<file path="src/rtl/lcd_pkg.sv">
// Package with command codes, field positions and reset values of the command decoder.
package lcd_pkg;
  localparam logic [7:0] LCD_CMD_CURSOR     = 8'h21;
  localparam logic [7:0] LCD_CMD_ADDR       = 8'h24;
  localparam logic [7:0] LCD_CMD_TEXT_HOME  = 8'h40;
  localparam logic [7:0] LCD_CMD_GFX_HOME   = 8'h42;
  localparam logic [7:0] LCD_CMD_WR_INC     = 8'hc0;
  localparam logic [7:0] LCD_CMD_RD_INC     = 8'hc1;
  localparam logic [7:0] LCD_CMD_WR_DEC     = 8'hc2;
  localparam logic [7:0] LCD_CMD_RD_DEC     = 8'hc3;
  localparam logic [7:0] LCD_CMD_WR_HOLD    = 8'hc4;
  localparam logic [7:0] LCD_CMD_RD_HOLD    = 8'hc5;
  localparam logic [3:0] LCD_GRP_MODE_SET   = 4'h8;
  localparam logic [3:0] LCD_GRP_DISPLAY    = 4'h9;
  localparam int         LCD_COLUMN_BITS    = 7;
  localparam int         LCD_ROW_BITS       = 5;
  localparam int         LCD_GLYPH_SRC_BIT  = 3;
  localparam logic [2:0] LCD_MERGE_OR       = 3'h0;
  localparam logic [2:0] LCD_MERGE_XOR      = 3'h1;
  localparam logic [2:0] LCD_MERGE_AND      = 3'h3;
  localparam logic [2:0] LCD_MERGE_ATTR     = 3'h4;
  localparam logic [15:0] LCD_ADDR_RESET    = 16'h0000;
  localparam logic [1:0] LCD_MEM_STEP_HOLD  = 2'h0;
  localparam logic [1:0] LCD_MEM_STEP_INC   = 2'h1;
  localparam logic [1:0] LCD_MEM_STEP_DEC   = 2'h2;
  typedef enum logic [1:0] {LCD_MERGE_MODE_OR, LCD_MERGE_MODE_XOR, LCD_MERGE_MODE_AND, LCD_MERGE_MODE_ATTR} lcd_merge_t;
endpackage

</file>
<file path="src/rtl/lcd_mem_if.sv">
// Interface between the command decoder and its display memory port.
`timescale 1ns/1ns
interface lcd_mem_if;
  logic        req;
  logic        write;
  logic [15:0] addr;
  logic [7:0]  wdata;
  logic        done;
  logic [7:0]  rdata;
  modport ctrl (output req, output write, output addr, output wdata, input done, input rdata);
  modport mem  (input req, input write, input addr, input wdata, output done, output rdata);
endinterface

</file>
<file path="src/rtl/lcd_cmd_decoder.sv">
// Host command decoder: operand capture, command decode, pointers, modes and data cycles.
`timescale 1ns/1ns
module lcd_cmd_decoder
  import lcd_pkg::*;
(
  input  wire logic        clock_i,
  input  wire logic        reset_i,
  input  wire logic        write_n_i,
  input  wire logic        read_n_i,
  input  wire logic        chip_en_n_i,
  input  wire logic        cmd_sel_i,
  input  wire logic [7:0]  db_i,
  output logic [7:0]       db_o,
  output logic             db_oe_n_o,
  output logic [6:0]       cursor_column_o,
  output logic [4:0]       cursor_row_o,
  output logic [15:0]      memory_address_pointer_o,
  output logic [15:0]      text_home_o,
  output logic [15:0]      graphic_home_o,
  output logic             glyph_generator_ext_o,
  output lcd_merge_t       merge_mode_o,
  output logic             text_on_o,
  output logic             graphic_on_o,
  output logic             cursor_on_o,
  output logic             blink_on_o,
  output logic             ram_we_o,
  output logic             ram_re_o,
  output logic [15:0]      ram_addr_o,
  output logic [7:0]       ram_wdata_o,
  input  wire logic [7:0]  ram_rdata_i
);
  lcd_mem_if mem ();

  logic wr_act;
  logic rd_act;
  logic wr_end;
  logic rd_start;
  logic is_cmd;

  // Two-stage synchronisers for the asynchronous host pins.
  logic [3:0]  ctl_s1_q;
  logic [3:0]  ctl_s2_q;
  logic [7:0]  db_s1_q;
  logic [7:0]  db_s2_q;
  logic        wr_prev_q;
  logic        rd_prev_q;
  always_ff @(posedge clock_i or posedge reset_i) begin
    if (reset_i) begin
      ctl_s1_q  <= 4'hf;
      ctl_s2_q  <= 4'hf;
      db_s1_q   <= 8'h00;
      db_s2_q   <= 8'h00;
      wr_prev_q <= 1'b0;
      rd_prev_q <= 1'b0;
    end else begin
      ctl_s1_q  <= {write_n_i, read_n_i, chip_en_n_i, cmd_sel_i};
      ctl_s2_q  <= ctl_s1_q;
      db_s1_q   <= db_i;
      db_s2_q   <= db_s1_q;
      wr_prev_q <= wr_act;
      rd_prev_q <= rd_act;
    end
  end

  assign wr_act   = ~ctl_s2_q[3] & ~ctl_s2_q[1];
  assign rd_act   = ~ctl_s2_q[2] & ~ctl_s2_q[1];
  assign is_cmd   = ctl_s2_q[0];
  // Data is taken as the write strobe rises, when the host bus is surely settled.
  assign wr_end   = wr_prev_q & ~wr_act;
  assign rd_start = rd_act & ~rd_prev_q;

  // Operand shift pair: extra operands push older ones out.
  logic [7:0] op1_q;
  logic [7:0] op2_q;
  always_ff @(posedge clock_i or posedge reset_i) begin
    if (reset_i) begin
      op1_q <= 8'h00;
      op2_q <= 8'h00;
    end else if (wr_end && !is_cmd) begin
      op1_q <= op2_q;
      op2_q <= db_s2_q;
    end
  end

  logic       cmd_go;
  logic [7:0] cmd;
  logic       busy_q;
  assign cmd_go = wr_end & is_cmd & ~busy_q;
  assign cmd    = db_s2_q;

  // Cursor changes only here; data commands never reach this block.
  always_ff @(posedge clock_i or posedge reset_i) begin
    if (reset_i) begin
      cursor_column_o <= 7'h00;
      cursor_row_o    <= 5'h00;
    end else if (cmd_go && cmd == LCD_CMD_CURSOR) begin
      cursor_column_o <= op1_q[LCD_COLUMN_BITS-1:0];
      cursor_row_o    <= op2_q[LCD_ROW_BITS-1:0];
    end
  end

  always_ff @(posedge clock_i or posedge reset_i) begin
    if (reset_i) begin
      text_home_o    <= LCD_ADDR_RESET;
      graphic_home_o <= LCD_ADDR_RESET;
    end else if (cmd_go) begin
      if (cmd == LCD_CMD_TEXT_HOME) begin
        text_home_o <= {op2_q, op1_q};
      end
      if (cmd == LCD_CMD_GFX_HOME) begin
        graphic_home_o <= {op2_q, op1_q};
      end
    end
  end

  always_ff @(posedge clock_i or posedge reset_i) begin
    if (reset_i) begin
      glyph_generator_ext_o <= 1'b0;
      merge_mode_o          <= LCD_MERGE_MODE_OR;
    end else if (cmd_go && cmd[7:4] == LCD_GRP_MODE_SET) begin
      unique case (cmd[2:0])
        LCD_MERGE_OR: begin
          glyph_generator_ext_o <= cmd[LCD_GLYPH_SRC_BIT];
          merge_mode_o          <= LCD_MERGE_MODE_OR;
        end
        LCD_MERGE_XOR: begin
          glyph_generator_ext_o <= cmd[LCD_GLYPH_SRC_BIT];
          merge_mode_o          <= LCD_MERGE_MODE_XOR;
        end
        LCD_MERGE_AND: begin
          glyph_generator_ext_o <= cmd[LCD_GLYPH_SRC_BIT];
          merge_mode_o          <= LCD_MERGE_MODE_AND;
        end
        LCD_MERGE_ATTR: begin
          glyph_generator_ext_o <= cmd[LCD_GLYPH_SRC_BIT];
          merge_mode_o          <= LCD_MERGE_MODE_ATTR;
        end
        default: begin
          // Undefined merge codes are ignored as a whole.
          glyph_generator_ext_o <= glyph_generator_ext_o;
        end
      endcase
    end
  end

  always_ff @(posedge clock_i or posedge reset_i) begin
    if (reset_i) begin
      text_on_o    <= 1'b0;
      graphic_on_o <= 1'b0;
      cursor_on_o  <= 1'b0;
      blink_on_o   <= 1'b0;
    end else if (cmd_go && cmd[7:4] == LCD_GRP_DISPLAY) begin
      text_on_o    <= cmd[2];
      graphic_on_o <= cmd[3];
      cursor_on_o  <= cmd[1];
      blink_on_o   <= cmd[0];
    end
  end

  // Data commands: one memory cycle, then step the address pointer, or keep it for the hold commands.
  logic       data_cmd;
  logic       data_wr;
  logic [1:0] step;
  always_comb begin
    data_cmd = 1'b1;
    data_wr  = 1'b0;
    step     = LCD_MEM_STEP_HOLD;
    unique case (cmd)
      LCD_CMD_WR_INC: begin
        data_wr = 1'b1;
        step    = LCD_MEM_STEP_INC;
      end
      LCD_CMD_RD_INC: begin
        step = LCD_MEM_STEP_INC;
      end
      LCD_CMD_WR_DEC: begin
        data_wr = 1'b1;
        step    = LCD_MEM_STEP_DEC;
      end
      LCD_CMD_RD_DEC: begin
        step = LCD_MEM_STEP_DEC;
      end
      LCD_CMD_WR_HOLD: begin
        data_wr = 1'b1;
      end
      LCD_CMD_RD_HOLD: begin
        step = LCD_MEM_STEP_HOLD;
      end
      default: begin
        data_cmd = 1'b0;
      end
    endcase
  end

  logic [1:0] step_q;
  logic       rd_pending_q;
  always_ff @(posedge clock_i or posedge reset_i) begin
    if (reset_i) begin
      busy_q       <= 1'b0;
      step_q       <= LCD_MEM_STEP_HOLD;
      rd_pending_q <= 1'b0;
    end else if (cmd_go && data_cmd) begin
      busy_q       <= 1'b1;
      step_q       <= step;
      rd_pending_q <= ~data_wr;
    end else if (mem.done) begin
      busy_q <= 1'b0;
    end
  end

  assign mem.req   = cmd_go & data_cmd;
  assign mem.write = data_wr;
  assign mem.addr  = memory_address_pointer_o;
  assign mem.wdata = op2_q;

  always_ff @(posedge clock_i or posedge reset_i) begin
    if (reset_i) begin
      memory_address_pointer_o <= LCD_ADDR_RESET;
    end else if (cmd_go && cmd == LCD_CMD_ADDR) begin
      memory_address_pointer_o <= {op2_q, op1_q};
    end else if (mem.done && busy_q) begin
      unique case (step_q)
        LCD_MEM_STEP_INC: memory_address_pointer_o <= memory_address_pointer_o + 16'h0001;
        LCD_MEM_STEP_DEC: memory_address_pointer_o <= memory_address_pointer_o - 16'h0001;
        default:          memory_address_pointer_o <= memory_address_pointer_o;
      endcase
    end
  end

  // Read data latch and host bus drive; status bit 0 and 1 are the ready flags.
  logic [7:0] read_byte_q;
  always_ff @(posedge clock_i or posedge reset_i) begin
    if (reset_i) begin
      read_byte_q <= 8'h00;
    end else if (mem.done && busy_q && rd_pending_q) begin
      read_byte_q <= mem.rdata;
    end
  end

  logic command_ready_flag;
  logic data_ready_flag;
  assign command_ready_flag = ~busy_q;
  assign data_ready_flag    = ~busy_q;

  always_ff @(posedge clock_i or posedge reset_i) begin
    if (reset_i) begin
      db_o      <= 8'h00;
      db_oe_n_o <= 1'b1;
    end else begin
      db_oe_n_o <= ~rd_act;
      if (rd_start) begin
        db_o <= is_cmd ? {6'h00, data_ready_flag, command_ready_flag} : read_byte_q;
      end
    end
  end

  lcd_mem_port u_mem_port (
    .clock_i     (clock_i),
    .reset_i     (reset_i),
    .bus         (mem.mem),
    .ram_we_o    (ram_we_o),
    .ram_re_o    (ram_re_o),
    .ram_addr_o  (ram_addr_o),
    .ram_wdata_o (ram_wdata_o),
    .ram_rdata_i (ram_rdata_i)
  );
endmodule

</file>
<file path="src/rtl/lcd_mem_port.sv">
// Display memory access sequencer: turns one request into one external RAM cycle.
`timescale 1ns/1ns
module lcd_mem_port
  import lcd_pkg::*;
(
  input  wire logic  clock_i,
  input  wire logic  reset_i,
  lcd_mem_if.mem     bus,
  output logic       ram_we_o,
  output logic       ram_re_o,
  output logic [15:0] ram_addr_o,
  output logic [7:0] ram_wdata_o,
  input  wire logic [7:0] ram_rdata_i
);
  typedef enum logic [1:0] {LCD_MP_IDLE, LCD_MP_ACCESS, LCD_MP_DONE} lcd_mp_state_t;
  lcd_mp_state_t state_q;

  // The RAM is synchronous to clock_i; reads take one cycle, so the decoder catches the byte while done is high.
  always_ff @(posedge clock_i or posedge reset_i) begin
    if (reset_i) begin
      state_q     <= LCD_MP_IDLE;
      ram_we_o    <= 1'b0;
      ram_re_o    <= 1'b0;
      ram_addr_o  <= LCD_ADDR_RESET;
      ram_wdata_o <= 8'h00;
    end else begin
      unique case (state_q)
        LCD_MP_IDLE: begin
          if (bus.req) begin
            state_q     <= LCD_MP_ACCESS;
            ram_we_o    <= bus.write;
            ram_re_o    <= ~bus.write;
            ram_addr_o  <= bus.addr;
            ram_wdata_o <= bus.wdata;
          end
        end
        LCD_MP_ACCESS: begin
          ram_we_o <= 1'b0;
          ram_re_o <= 1'b0;
          state_q  <= LCD_MP_DONE;
        end
        LCD_MP_DONE: begin
          state_q <= LCD_MP_IDLE;
        end
      endcase
    end
  end

  assign bus.done  = (state_q == LCD_MP_DONE);
  assign bus.rdata = ram_rdata_i;
endmodule

</file>
<file path="config.mk">
export PLATFORM = sky130hd
export DESIGN_NAME = lcd_cmd_decoder
export DESIGN_NICKNAME = d
export VERILOG_FILES = /design/src/rtl/lcd_pkg.sv /design/src/rtl/lcd_mem_if.sv /design/src/rtl/lcd_cmd_decoder.sv /design/src/rtl/lcd_mem_port.sv
export SDC_FILE = /design/constraint.sdc
export NUM_CORES = 1
export LEC_CHECK = 0
export BUFFER_PORTS_ARGS = -buffer_cell sky130_fd_sc_hd__buf_2
export CAP_MARGIN = 20
export CORE_ASPECT_RATIO = 1.1
export CORE_MARGIN = 2
export CORE_UTILIZATION = 50
export DETAILED_ROUTE_END_ITERATION = 6
export HOLD_SLACK_MARGIN = 0.1
export PLACE_DENSITY_LB_ADDON = 0.3
export REMOVE_ABC_BUFFERS = 1
export SLEW_MARGIN = 10
export SYNTH_ARGS = -nofsm -noshare
export SYNTH_HDL_FRONTEND = slang
export SYNTH_SLANG_ARGS = --single-unit
</file>
<file path="constraint.sdc">
create_clock -name clock_i -period 6.7 [get_ports clock_i]
set_input_delay 0.67 -clock clock_i [delete_from_list [all_inputs] [get_ports clock_i]]
set_output_delay 0.67 -clock clock_i [all_outputs]
set_load 0.02 [all_outputs]
</file>
; Word level (Yosys, flattened, before mapping)
; Cells that the tools add are included.
[classes]
eq_ne = 20
muxes = 16
bitwise = 15
n_reduce_logical = 28
n_addsub = 2
[op_table]
columns = cell, n
row1 = 8-bit == test (second input constant), 6
row2 = 16-bit two-way mux, 2
row3 = 16-bit case mux with 2 select lines, 1
row4 = 16-bit by 1-bit adder with 16-bit output (second input constant), 1
row5 = 8-bit by 6-bit == test with 1-bit output (second input constant), 2
row6 = 8-bit by 7-bit == test with 1-bit output (second input constant), 2
row7 = 16-bit by 1-bit subtractor with 16-bit output (second input constant), 1
row8 = 2-bit AND reduction, 7
row9 = 4-bit == test (second input constant), 2
row10 = 1-bit logical AND, 8
row11 = 8-bit two-way mux, 1
row12 = 1-bit NOT, 8
row13 = 2-bit case mux with 4 select lines, 1
row14 = 1-bit bitwise AND, 7
row15 = 1-bit two-way mux, 6
row16 = 2-bit case mux with 3 select lines, 1
row17 = 2-bit nonzero test, 3
row18 = 6-bit OR reduction, 1
row19 = 2-bit by 1-bit == test with 1-bit output (second input constant), 2
row20 = 2-bit == test (second input constant), 2
row21 = 1-bit case mux with 2 select lines, 2
row22 = 2-bit case mux with 2 select lines, 1
row23 = 4-bit nonzero test, 1
row24 = 2-bit OR reduction, 2
row25 = other kinds (11), 11
[word_totals]
ff_bits = 158
wordCells = 111
in_bits = 22

; Logic depth before layout (Yosys ltp)
; Gate-level depths: netlist of the first run.
[depth]
word_depth = 9
mapped_depth = 11
depth_no_buf = 9

; Modules after synthesis
; Synthesis of the first run repeated with hierarchy kept, for this count alone.
[unflattened]
hier_cells = 520
area_unflattened_um2 = 6790.3
[modules_own_cells]
columns = mod, cells_per_inst, seq_area_each_um2, instances, area_per_inst_um2
row1 = lcd_cmd_decoder, 441, 3264.4, 1, 5520.3
row2 = lcd_mem_port, 79, 700.7, 1, 1270.0

; Worst setup path after synthesis of the first run
; Ideal clock, no wire load.
[synth_timing]
path_type = register -> register
startpoint = reg step_q[0]
endpoint = reg memory_address_pointer_o[4]
setup_ns = 0.126
n_path_buf = 2
setup_slack_ns = 4.122
path_stages_with_launch = 12
required_ns = 6.574
period_less_slack_ns = 2.578
arrival_time_ns = 2.452
cell_sequence = dfrtp_1 -> nand2b_1 -> buf_4 -> buf_2 -> xnor2_1 -> ha_1 -> or3_1 -> a21oi_1 -> a21oi_1 -> xnor2_1 -> a21o_1 -> a221o_1
[synth_between]
elab_chain_cells = 4
[synth_rtl]
columns = element, line
row1 = from (decl), lcd_cmd_decoder.sv:195  ; logic [1:0] step_q;
row2 = from (signal assigned), lcd_cmd_decoder.sv:204  ; step_q <= step;
row3 = 2-bit == test or 2-bit by 1-bit == test with 1-bit output (tied branches), lcd_cmd_decoder.sv:222  ; unique case (step_q)
row4 = 16-bit case mux with 2 select lines, lcd_cmd_decoder.sv:222
row5 = 16-bit two-way mux, lcd_cmd_decoder.sv:221  ; end else if (mem.done && busy_q) begin
row6 = 16-bit two-way mux, lcd_cmd_decoder.sv:219  ; end else if (cmd_go && cmd == LCD_CMD_ADDR) begin
row7 = to (signal assigned), lcd_cmd_decoder.sv:220  ; memory_address_pointer_o <= {op2_q, op1_q};
row8 = to (signal assigned), lcd_cmd_decoder.sv:223  ; LCD_MEM_STEP_INC: memory_address_pointer_o <= memory_address_pointer_o + 16'h0001;
row9 = to (signal assigned), lcd_cmd_decoder.sv:224  ; LCD_MEM_STEP_DEC: memory_address_pointer_o <= memory_address_pointer_o - 16'h0001;
row10 = to (decl), lcd_cmd_decoder.sv:17  ; output logic [15:0] memory_address_pointer_o,
; Parallel ways exist; a longest one is shown, timed or not. The select of a mux whose other input is x is not followed.
; A chain may end at the register's enable or synchronous reset.

; Final worst setup path of the first run
; Same ends and word-level chain as after synthesis.

==> metrics, run 1 <==
status finished clean; Area Growth Syn to Fin 19.7%; CP arrival 3.34 ns; Diodes inserted 0; R2R cell count 9; PortBufs 123; RR Startpoint step_q[0]; post-DP HPWL 10400 um; antenna violations before repair 0; first-pass GRT wire length 25700 um; placed inst area 7360 um^2; Ports 124; clock-pin slew on the worst setup and hold paths 0.06 ns; wire per inst 17.9 um; top cells by area, synth dfrtp_1, mux2_2, nand2_1, dfstp_2, o21ai_0; final hold vios 0; vias in the first global route 4901; Final Cell Area 8020 um^2; # hold bufs at CTS 0; clk root buf clkbuf_16; total negative slack 0 ns; row count 44; layout cells sized above 1 34.6%; routed vias/inst 5.60; skew final 0.00787 ns; final wirelength 15500 um; H-tree depth 4; Pleak 0.00408 uW; Synth Register Bits 158; clock buffer depth 2; CTS sink cnt 158; largest area contributor in the netlist dfrtp_1; share of synthesized flip-flops with an asynchronous set or reset 100%; synth warn 0; Worst IR Drop VDD 177 uV; Initial Util 50.9%; post-synth top area share 55.6%; Period minus WS final 3.03 ns; core area 13200 um^2; GRT Total Usage 23.1%; Post-Synthesis Cells 581; Worst path top cell family by delay simple AND/OR/NAND/NOR gates; unrepaired setup endpoints after global routing no; worst reg2reg path endpoint memory_address_pointer_o[4]; ANT nets after route 0; Worst EP required 7.01 ns; Mapped Area 6700 um^2; ys flop type dfrtp_1; Slew @ Worst Pin 1.01 ns; CP endpoint kind flip-flop; Worst-Skew Late Latency 0.43 ns; total congestion overflow 0; drt pass-1 iters 6; die area 14300 um^2; flop-to-flop setup slack 3.67 ns; total number of vias 4840; Crit Path Class flip-flop to flip-flop; Cell Chain, Critical Path nand2b_1 > xnor2_1 > ha_1 > or3_1 > a21oi_1 > a21oi_1 > xnor2_1 > a21o_1 > a221o_1; synthesized area per cell 11.5 um^2; worst min path class primary input to asynchronous set/reset pin; Die Wd 114 um; sequential-to-total area share from yosys stat 59.2%; Period Utilization, post-route 45.2%; DRC viols 0; CTS tree yes; Post-synth EDFFs 0; Max Cap Violations 0; critical-path maximum fanout 20; die extent in y 125 um; Yosys cell types 61; routability cong. 0.849; Slew Limit Headroom 32.7%; fmax 330 MHz; largest net degree at the start of global routing 88; Cell Pwr Density 291 nW/um^2; CTS resizes 0; Nets 716; Max Slew Vio Count 0; Buf/Inv on CP 0; count leader, synth dfrtp_1; setup bufs post-CTS 0; DRC marker count from the first detailed-route iteration 250; CP peak stage delay 0.53 ns; Post-synth top cells dfrtp_1, nand2_1, mux2_2; Final Setup Violations 0; type of origin of the critical path flip-flop; slowest CP cell nand2b_1; CTS buffer count 17
power by group:
group          total [uW]  internal [uW]  switching [uW]
sequential           1100           1020            80.6
clock                1040            640             401
combinational         190           78.6             112
cell usage in the layout (no fill, tap or decap), types with 5 or more instances in the layout:
cell,n
mux2_2,63
clkbuf_16,17
a22oi_1,6
nand2b_1,8
a221o_1,5
inv_6,5
dfstp_2,9
buf_2,123
o21ai_0,27
nand2_1,111
nor2_1,29
a21oi_1,9
nand4_1,8
nand3_1,10
nor3_1,8
inv_1,8
mux2_1,8
dfrtp_1,149
layout make-up:
| cell class | count | area [um^2] |
|---|---|---|
| fill | 1057 | 5140 |
| sequential | 158 | 3970 |
| multi-input combinational | 378 | 2520 |
| timing repair buffer | 126 | 651 |
| clock buffer | 18 | 439 |
| clock inverter | 14 | 205 |
| tap | 161 | 201 |
| inverter | 9 | 38.8 |
state kept, by name, summed over array words and instances (netlist names), 2 cells and up:
signal,cells
cmd,8
ctl_s1_q,4
ctl_s2_q,4
cursor_column_o,7
cursor_row_o,5
db_o,8
db_s1_q,8
graphic_home_o,16
mem.wdata,8
memory_address_pointer_o,16
merge_mode_o,2
op1_q,8
read_byte_q,8
step_q,2
text_home_o,16
u_mem_port.ram_addr_o,16
u_mem_port.ram_wdata_o,8
u_mem_port.state_q,2
metal layers:
| layer | global-route usage, % | part of all wire (%) | up-vias |
|---|---|---|---|
| li1 | - | - | 2256 |
| met1 | 30.8 | 43 | 2407 |
| met2 | 37.0 | 50 | 149 |
| met3 | 4.70 | 5.1 | 28 |
| met4 | 9.68 | 2.3 | 0 |
| met5 | 0 | 0 | - |
worst max-delay path by stage:
stage / startpoint / to / slack [ns] / depth (start not counted)
after floorplan: reset_i / blink_on_o / 1.78 / 1
after global placement: step_q[0] / memory_address_pointer_o[4] / 3.81 / 9
after detailed placement: step_q[0] / memory_address_pointer_o[4] / 3.73 / 9
after CTS: step_q[0] / memory_address_pointer_o[4] / 3.72 / 9
after global routing: step_q[0] / memory_address_pointer_o[4] / 3.41 / 9
final: step_q[0] / memory_address_pointer_o[4] / 3.67 / 9
logic make-up after synthesis:
| logic type | after synthesis | synth area share [%] |
|---|---|---|
| simple gates | 212 | 15.4 |
| compound gates | 80 | 8.01 |
| buf+inv | 45 | 3.23 |
| xor+xnor | 7 | 0.915 |
| flops | 158 | 59.2 |
| fa+ha+maj | 4 | 0.747 |
| mux | 75 | 12.5 |
worst reg2reg max path: stages, from the launching register on:
cell,delay (ns)
dfrtp_1,0.44
nand2b_1,0.53
xnor2_1,0.28
ha_1,0.29
or3_1,0.33
a21oi_1,0.24
a21oi_1,0.11
xnor2_1,0.20
a21o_1,0.20
a221o_1,0.29
metrics by stage:
step	hold WS, ns	cells	worst slack, ns	util, %	power [uW]
after floorplan	0.331	545	1.78	-	1220
after global placement	0.332	831	3.81	55.9	1290
after detailed placement	0.336	831	3.73	55.9	1310
after CTS	0.325	863	3.72	60.8	2350
after global routing	0.322	864	3.41	61.0	2420
final	0.325	864	3.67	61.0	2330
Power figures use the tool's default switching activity.
==> run 2: changes to the inputs <==
Clock period 6.7 ns to 2.8 ns, I/O delays scaled along.
==> metrics, run 2 (synthesized netlist as in run 1, its figures left out) <==
vias in the first global route 5059; Period minus WS final 2.47 ns; placed inst area 7460 um^2; worst min path class flip-flop to flip-flop; CTS sink cnt 158; clock-pin slew on the worst setup and hold paths 0.06 ns; Pleak 0.00422 uW; CTS tree yes; Period Utilization, post-route 88.1%; Final Setup Violations 0; die area 14300 um^2; PortBufs 123; critical-path maximum fanout 7; Nets 747; DRC viols 0; post-DP HPWL 10800 um; CTS buffer count 17; skew final 0.00759 ns; placed cells 842; row count 44; Ports 124; routability cong. 0.903; ANT nets after route 0; type of origin of the critical path flip-flop; H-tree depth 4; Slew @ Worst Pin 0.932 ns; Max Cap Violations 0; Diodes inserted 0; drt pass-1 iters 5; Worst EP required 3.16 ns; final hold vios 0; antenna violations before repair 0; final wirelength 15900 um; commonest non-fill, non-tap cell in the layout dfrtp_1; Max Slew Vio Count 0; Worst-Skew Late Latency 0.42 ns; largest net degree at the start of global routing 70; fin cells 894; leading cell types in the layout, fill and taps excluded dfrtp_1, buf_2, nand2_1; total congestion overflow 0; total number of vias 5003; status finished clean; Final Cell Area 8290 um^2; CTS resizes 0; Worst IR Drop VDD 474 uV; die extent in y 125 um; CP arrival 2.82 ns; Initial Util 50.9%; layout cells sized above 1 34.0%; routed vias/inst 5.60; clock buffer depth 2; total negative slack 0 ns; GRT Total Usage 23.5%; Slew Limit Headroom 37.6%; wire per inst 17.7 um; clk root buf clkbuf_16; Die Wd 114 um; core area 13200 um^2; Cell Pwr Density 665 nW/um^2; Area Growth Syn to Fin 23.7%; CP endpoint kind flip-flop; unrepaired setup endpoints after global routing no; first-pass GRT wire length 26100 um; DRC marker count from the first detailed-route iteration 260; Crit Path Class flip-flop to flip-flop; fmax 405 MHz
[run 2: final cells by class]
class,count,area [um^2]
Multi-Input combinational cell,378,2520
Sequential cell,158,3970
Clock inverter,10,164
Tap cell,161,201
Fill cell,1043,4870
Clock buffer,21,450
Inverter,9,38.8
Timing Repair Buffer,157,948
[run 2: final timing paths]
| check | slack [ns] | start | to | depth (start not counted) |
|---|---|---|---|---|
| max in group asynchronous | 1.50 | reset_i | memory_address_pointer_o[9] | 4 |
| worst max-delay path | 0.33 | step_q[0] | memory_address_pointer_o[8] | 9 |
| min in group asynchronous | 0.50 | reset_i | rd_prev_q | 3 |
| worst min register to register | 0.35 | db_s1_q[5] | cmd[5] | 0 |
| worst max register to register | 0.33 | step_q[0] | memory_address_pointer_o[8] | 9 |
| worst min-delay path | 0.35 | db_s1_q[5] | cmd[5] | 0 |
[run 2: worst max-delay path: stages, from the launching register on]
cell and delay, ns:
dfrtp_1 0.44, nand2b_1 0.20, xnor2_1 0.13, ha_1 0.28, or3_1 0.34, a21oi_1 0.23, a21oi_1 0.10, mux2_2 0.30
or3_1 0.31, nand3_1 0.08
[run 2: per-layer routing]
| layer | track usage [%] | wire length, um | vias to the layer above |
|---|---|---|---|
| li1 | - | - | 2304 |
| met3 | 5.91 | 725 | 18 |
| met2 | 38.2 | 8100 | 142 |
| met4 | 7.03 | 231 | 0 |
| met1 | 31.0 | 6800 | 2539 |
| met5 | 0 | 0 | - |
[run 2: stage by stage]
step	setup WS (ns)	util, %	hold slack, ns	total power (uW)
4_1_cts	0.340	63.0	0.349	5560
6_report	0.332	63.0	0.348	5510
3_5_place_dp	0.371	56.7	0.336	3140
2_1_floorplan	-1.73	-	0.284	2920
3_3_place_gp	0.410	56.7	0.333	3100
5_1_grt	0.146	63.0	0.354	5720
[run 2: power breakdown]
group	internal (uW)	total (uW)	switching [uW]
combinational	213	496	283
clock	1510	2390	885
sequential	2440	2620	183
total	4160	5510	1350
[run 2: what timing repair did]
item	in CTS	in global routing
hold endpoints to repair	78	0
hold buffers	21	0
buffers inserted	0	0
==> run 3: changes to the inputs <==
Settings changed: PLACE_DENSITY from default to 0.72, PLACE_DENSITY_LB_ADDON 0.3 to default.
==> metrics, run 3 (synthesized netlist as in run 1, its figures left out) <==
Period minus WS final 2.46 ns; DRC viols 0; Nets 748; met2 WL 8210 um; worst min path class flip-flop to flip-flop; DRT met1 WL 6610 um; final hold vios 0; antenna violations before repair 0; vias in the first global route 5100; ANT nets after route 0; layout cells sized above 1 33.9%; die area 14300 um^2; CP peak stage delay 0.45 ns; Die Wd 114 um; Diodes inserted 0; Initial Util 50.9%; CP endpoint kind flip-flop; Pleak 0.00420 uW; Internal Pwr Total 4050 uW; Worst path top cell family by delay compound AO/OA/AOI/OAI gates; wire per inst 17.7 um; Cell Pwr Density 654 nW/um^2; Worst-Skew Late Latency 0.42 ns; row count 44; Worst Hold Slack 0.348 ns; Period Utilization, post-route 87.7%; largest net degree at the start of global routing 79; CTS buffer count 17; Levels on crit path 9; clk root buf clkbuf_16; Worst EP required 3.11 ns; core area 13200 um^2; setup bufs post-CTS 0; total congestion overflow 0; CTS resizes 0; H-tree depth 4; type of origin of the critical path flip-flop; final wirelength 15800 um; commonest non-fill, non-tap cell in the layout dfrtp_1; RR Startpoint step_q[0]; Seq pwr share 48.7%; Area Growth Syn to Fin 23.3%; FILL cells 1039; Worst IR Drop VDD 437 uV; unrepaired setup endpoints after global routing no; Setup crit start step_q[0]; Buf/Inv on CP 0; drt pass-1 iters 5; status finished clean; DR WL met3 741 um; critical-path maximum fanout 7; GRT Total Usage 23.7%; placed cells 843; HP Start db_s1_q[7]; Slew Limit Headroom 36.2%; fin cells 895; die extent in y 125 um; Comb pwr share 9.2%; total number of vias 4939; post-DP HPWL 10900 um; Worst Hold Depth 0; CTS tree yes; CTS sink cnt 158; Slew @ Worst Pin 0.953 ns; DRC marker count from the first detailed-route iteration 199; Ports 124; Crit Path Class flip-flop to flip-flop; CP arrival 2.76 ns; routability cong. 0.891; clock-pin slew on the worst setup and hold paths 0.06 ns; leading cell types in the layout, fill and taps excluded dfrtp_1, buf_2, nand2_1; Cell Chain, Critical Path nand2b_1 > xnor2_1 > ha_1 > or3_1 > a21oi_1 > a21oi_1 > xnor2_1 > a21o_1 > a221o_1; clock buffer depth 2; flop-to-flop setup slack 0.34 ns; clock power share 42.2%; # hold bufs at CTS 21; Max Slew Vio Count 0; R2R cell count 9; sw power 1350 uW; Max Cap Violations 0; first-pass GRT wire length 26200 um; routed vias/inst 5.52; Final Setup Violations 0; PortBufs 123; skew final 0.00565 ns; Max Used Layer met4; slowest CP cell dfrtp_1; fmax 407 MHz; switching share of total power 25.0%
run 3: changes by cell type in the layout (fill, tap and decap cells not counted):
cell        change
clkinv_4        -2
clkinvlp_4      +2
buf_4           +1
bufinv_16       -1
clkbuf_1        +1
clkbuf_8        -1
inv_6           +1
run 3: path summary, 6_finish.rpt:
check	end
setup reg to reg	memory_address_pointer_o[4]
max in group asynchronous	db_oe_n_o
setup / recovery	memory_address_pointer_o[4]
hold reg to reg	cmd[7]
hold / removal	cmd[7]
min in group asynchronous	rd_prev_q
run 3: cell type report:
type | count | area (um^2) | area share (%)
Sequential cell | 158 | 3970 | 48.0
Multi-Input combinational cell | 378 | 2520 | 30.5
Timing Repair Buffer | 158 | 956 | 11.6
Clock buffer | 21 | 440 | 5.33
Tap cell | 161 | 201 | 2.44
Clock inverter | 10 | 140 | 1.70
Inverter | 9 | 38.8 | 0.469
run 3: per-stage QoR:
| step | worst slack [ns] | setup TNS, ns | utilization [%] | area [um^2] | total power [uW] |
|---|---|---|---|---|---|
| floorplan | -1.73 | -262.55 | - | 6520 | 2920 |
| CTS | 0.363 | 0 | 62.8 | 8260 | 5450 |
| global route | 0.189 | 0 | 62.8 | 8260 | 5620 |
| global placement | 0.407 | 0 | 56.8 | 7470 | 3110 |
| finish | 0.344 | 0 | 62.8 | 8260 | 5400 |
| detailed placement | 0.381 | 0 | 56.8 | 7470 | 3150 |
run 3: per-layer routing:
layer | up-vias | track usage [%]
met3 | 20 | 5.53
met4 | 0 | 7.96
met5 | - | 0
met1 | 2466 | 30.3
li1 | 2303 | -
met2 | 150 | 39.6
run 3: power groups by stage:
stage | sequential, uW | combinational [uW] | clock, uW
3_3_place_gp | 2660 | 455 | 0
4_1_cts | 2630 | 501 | 2320
5_1_grt | 2650 | 554 | 2410
2_1_floorplan | 2640 | 273 | 0
3_5_place_dp | 2670 | 476 | 0
6_report | 2630 | 495 | 2280
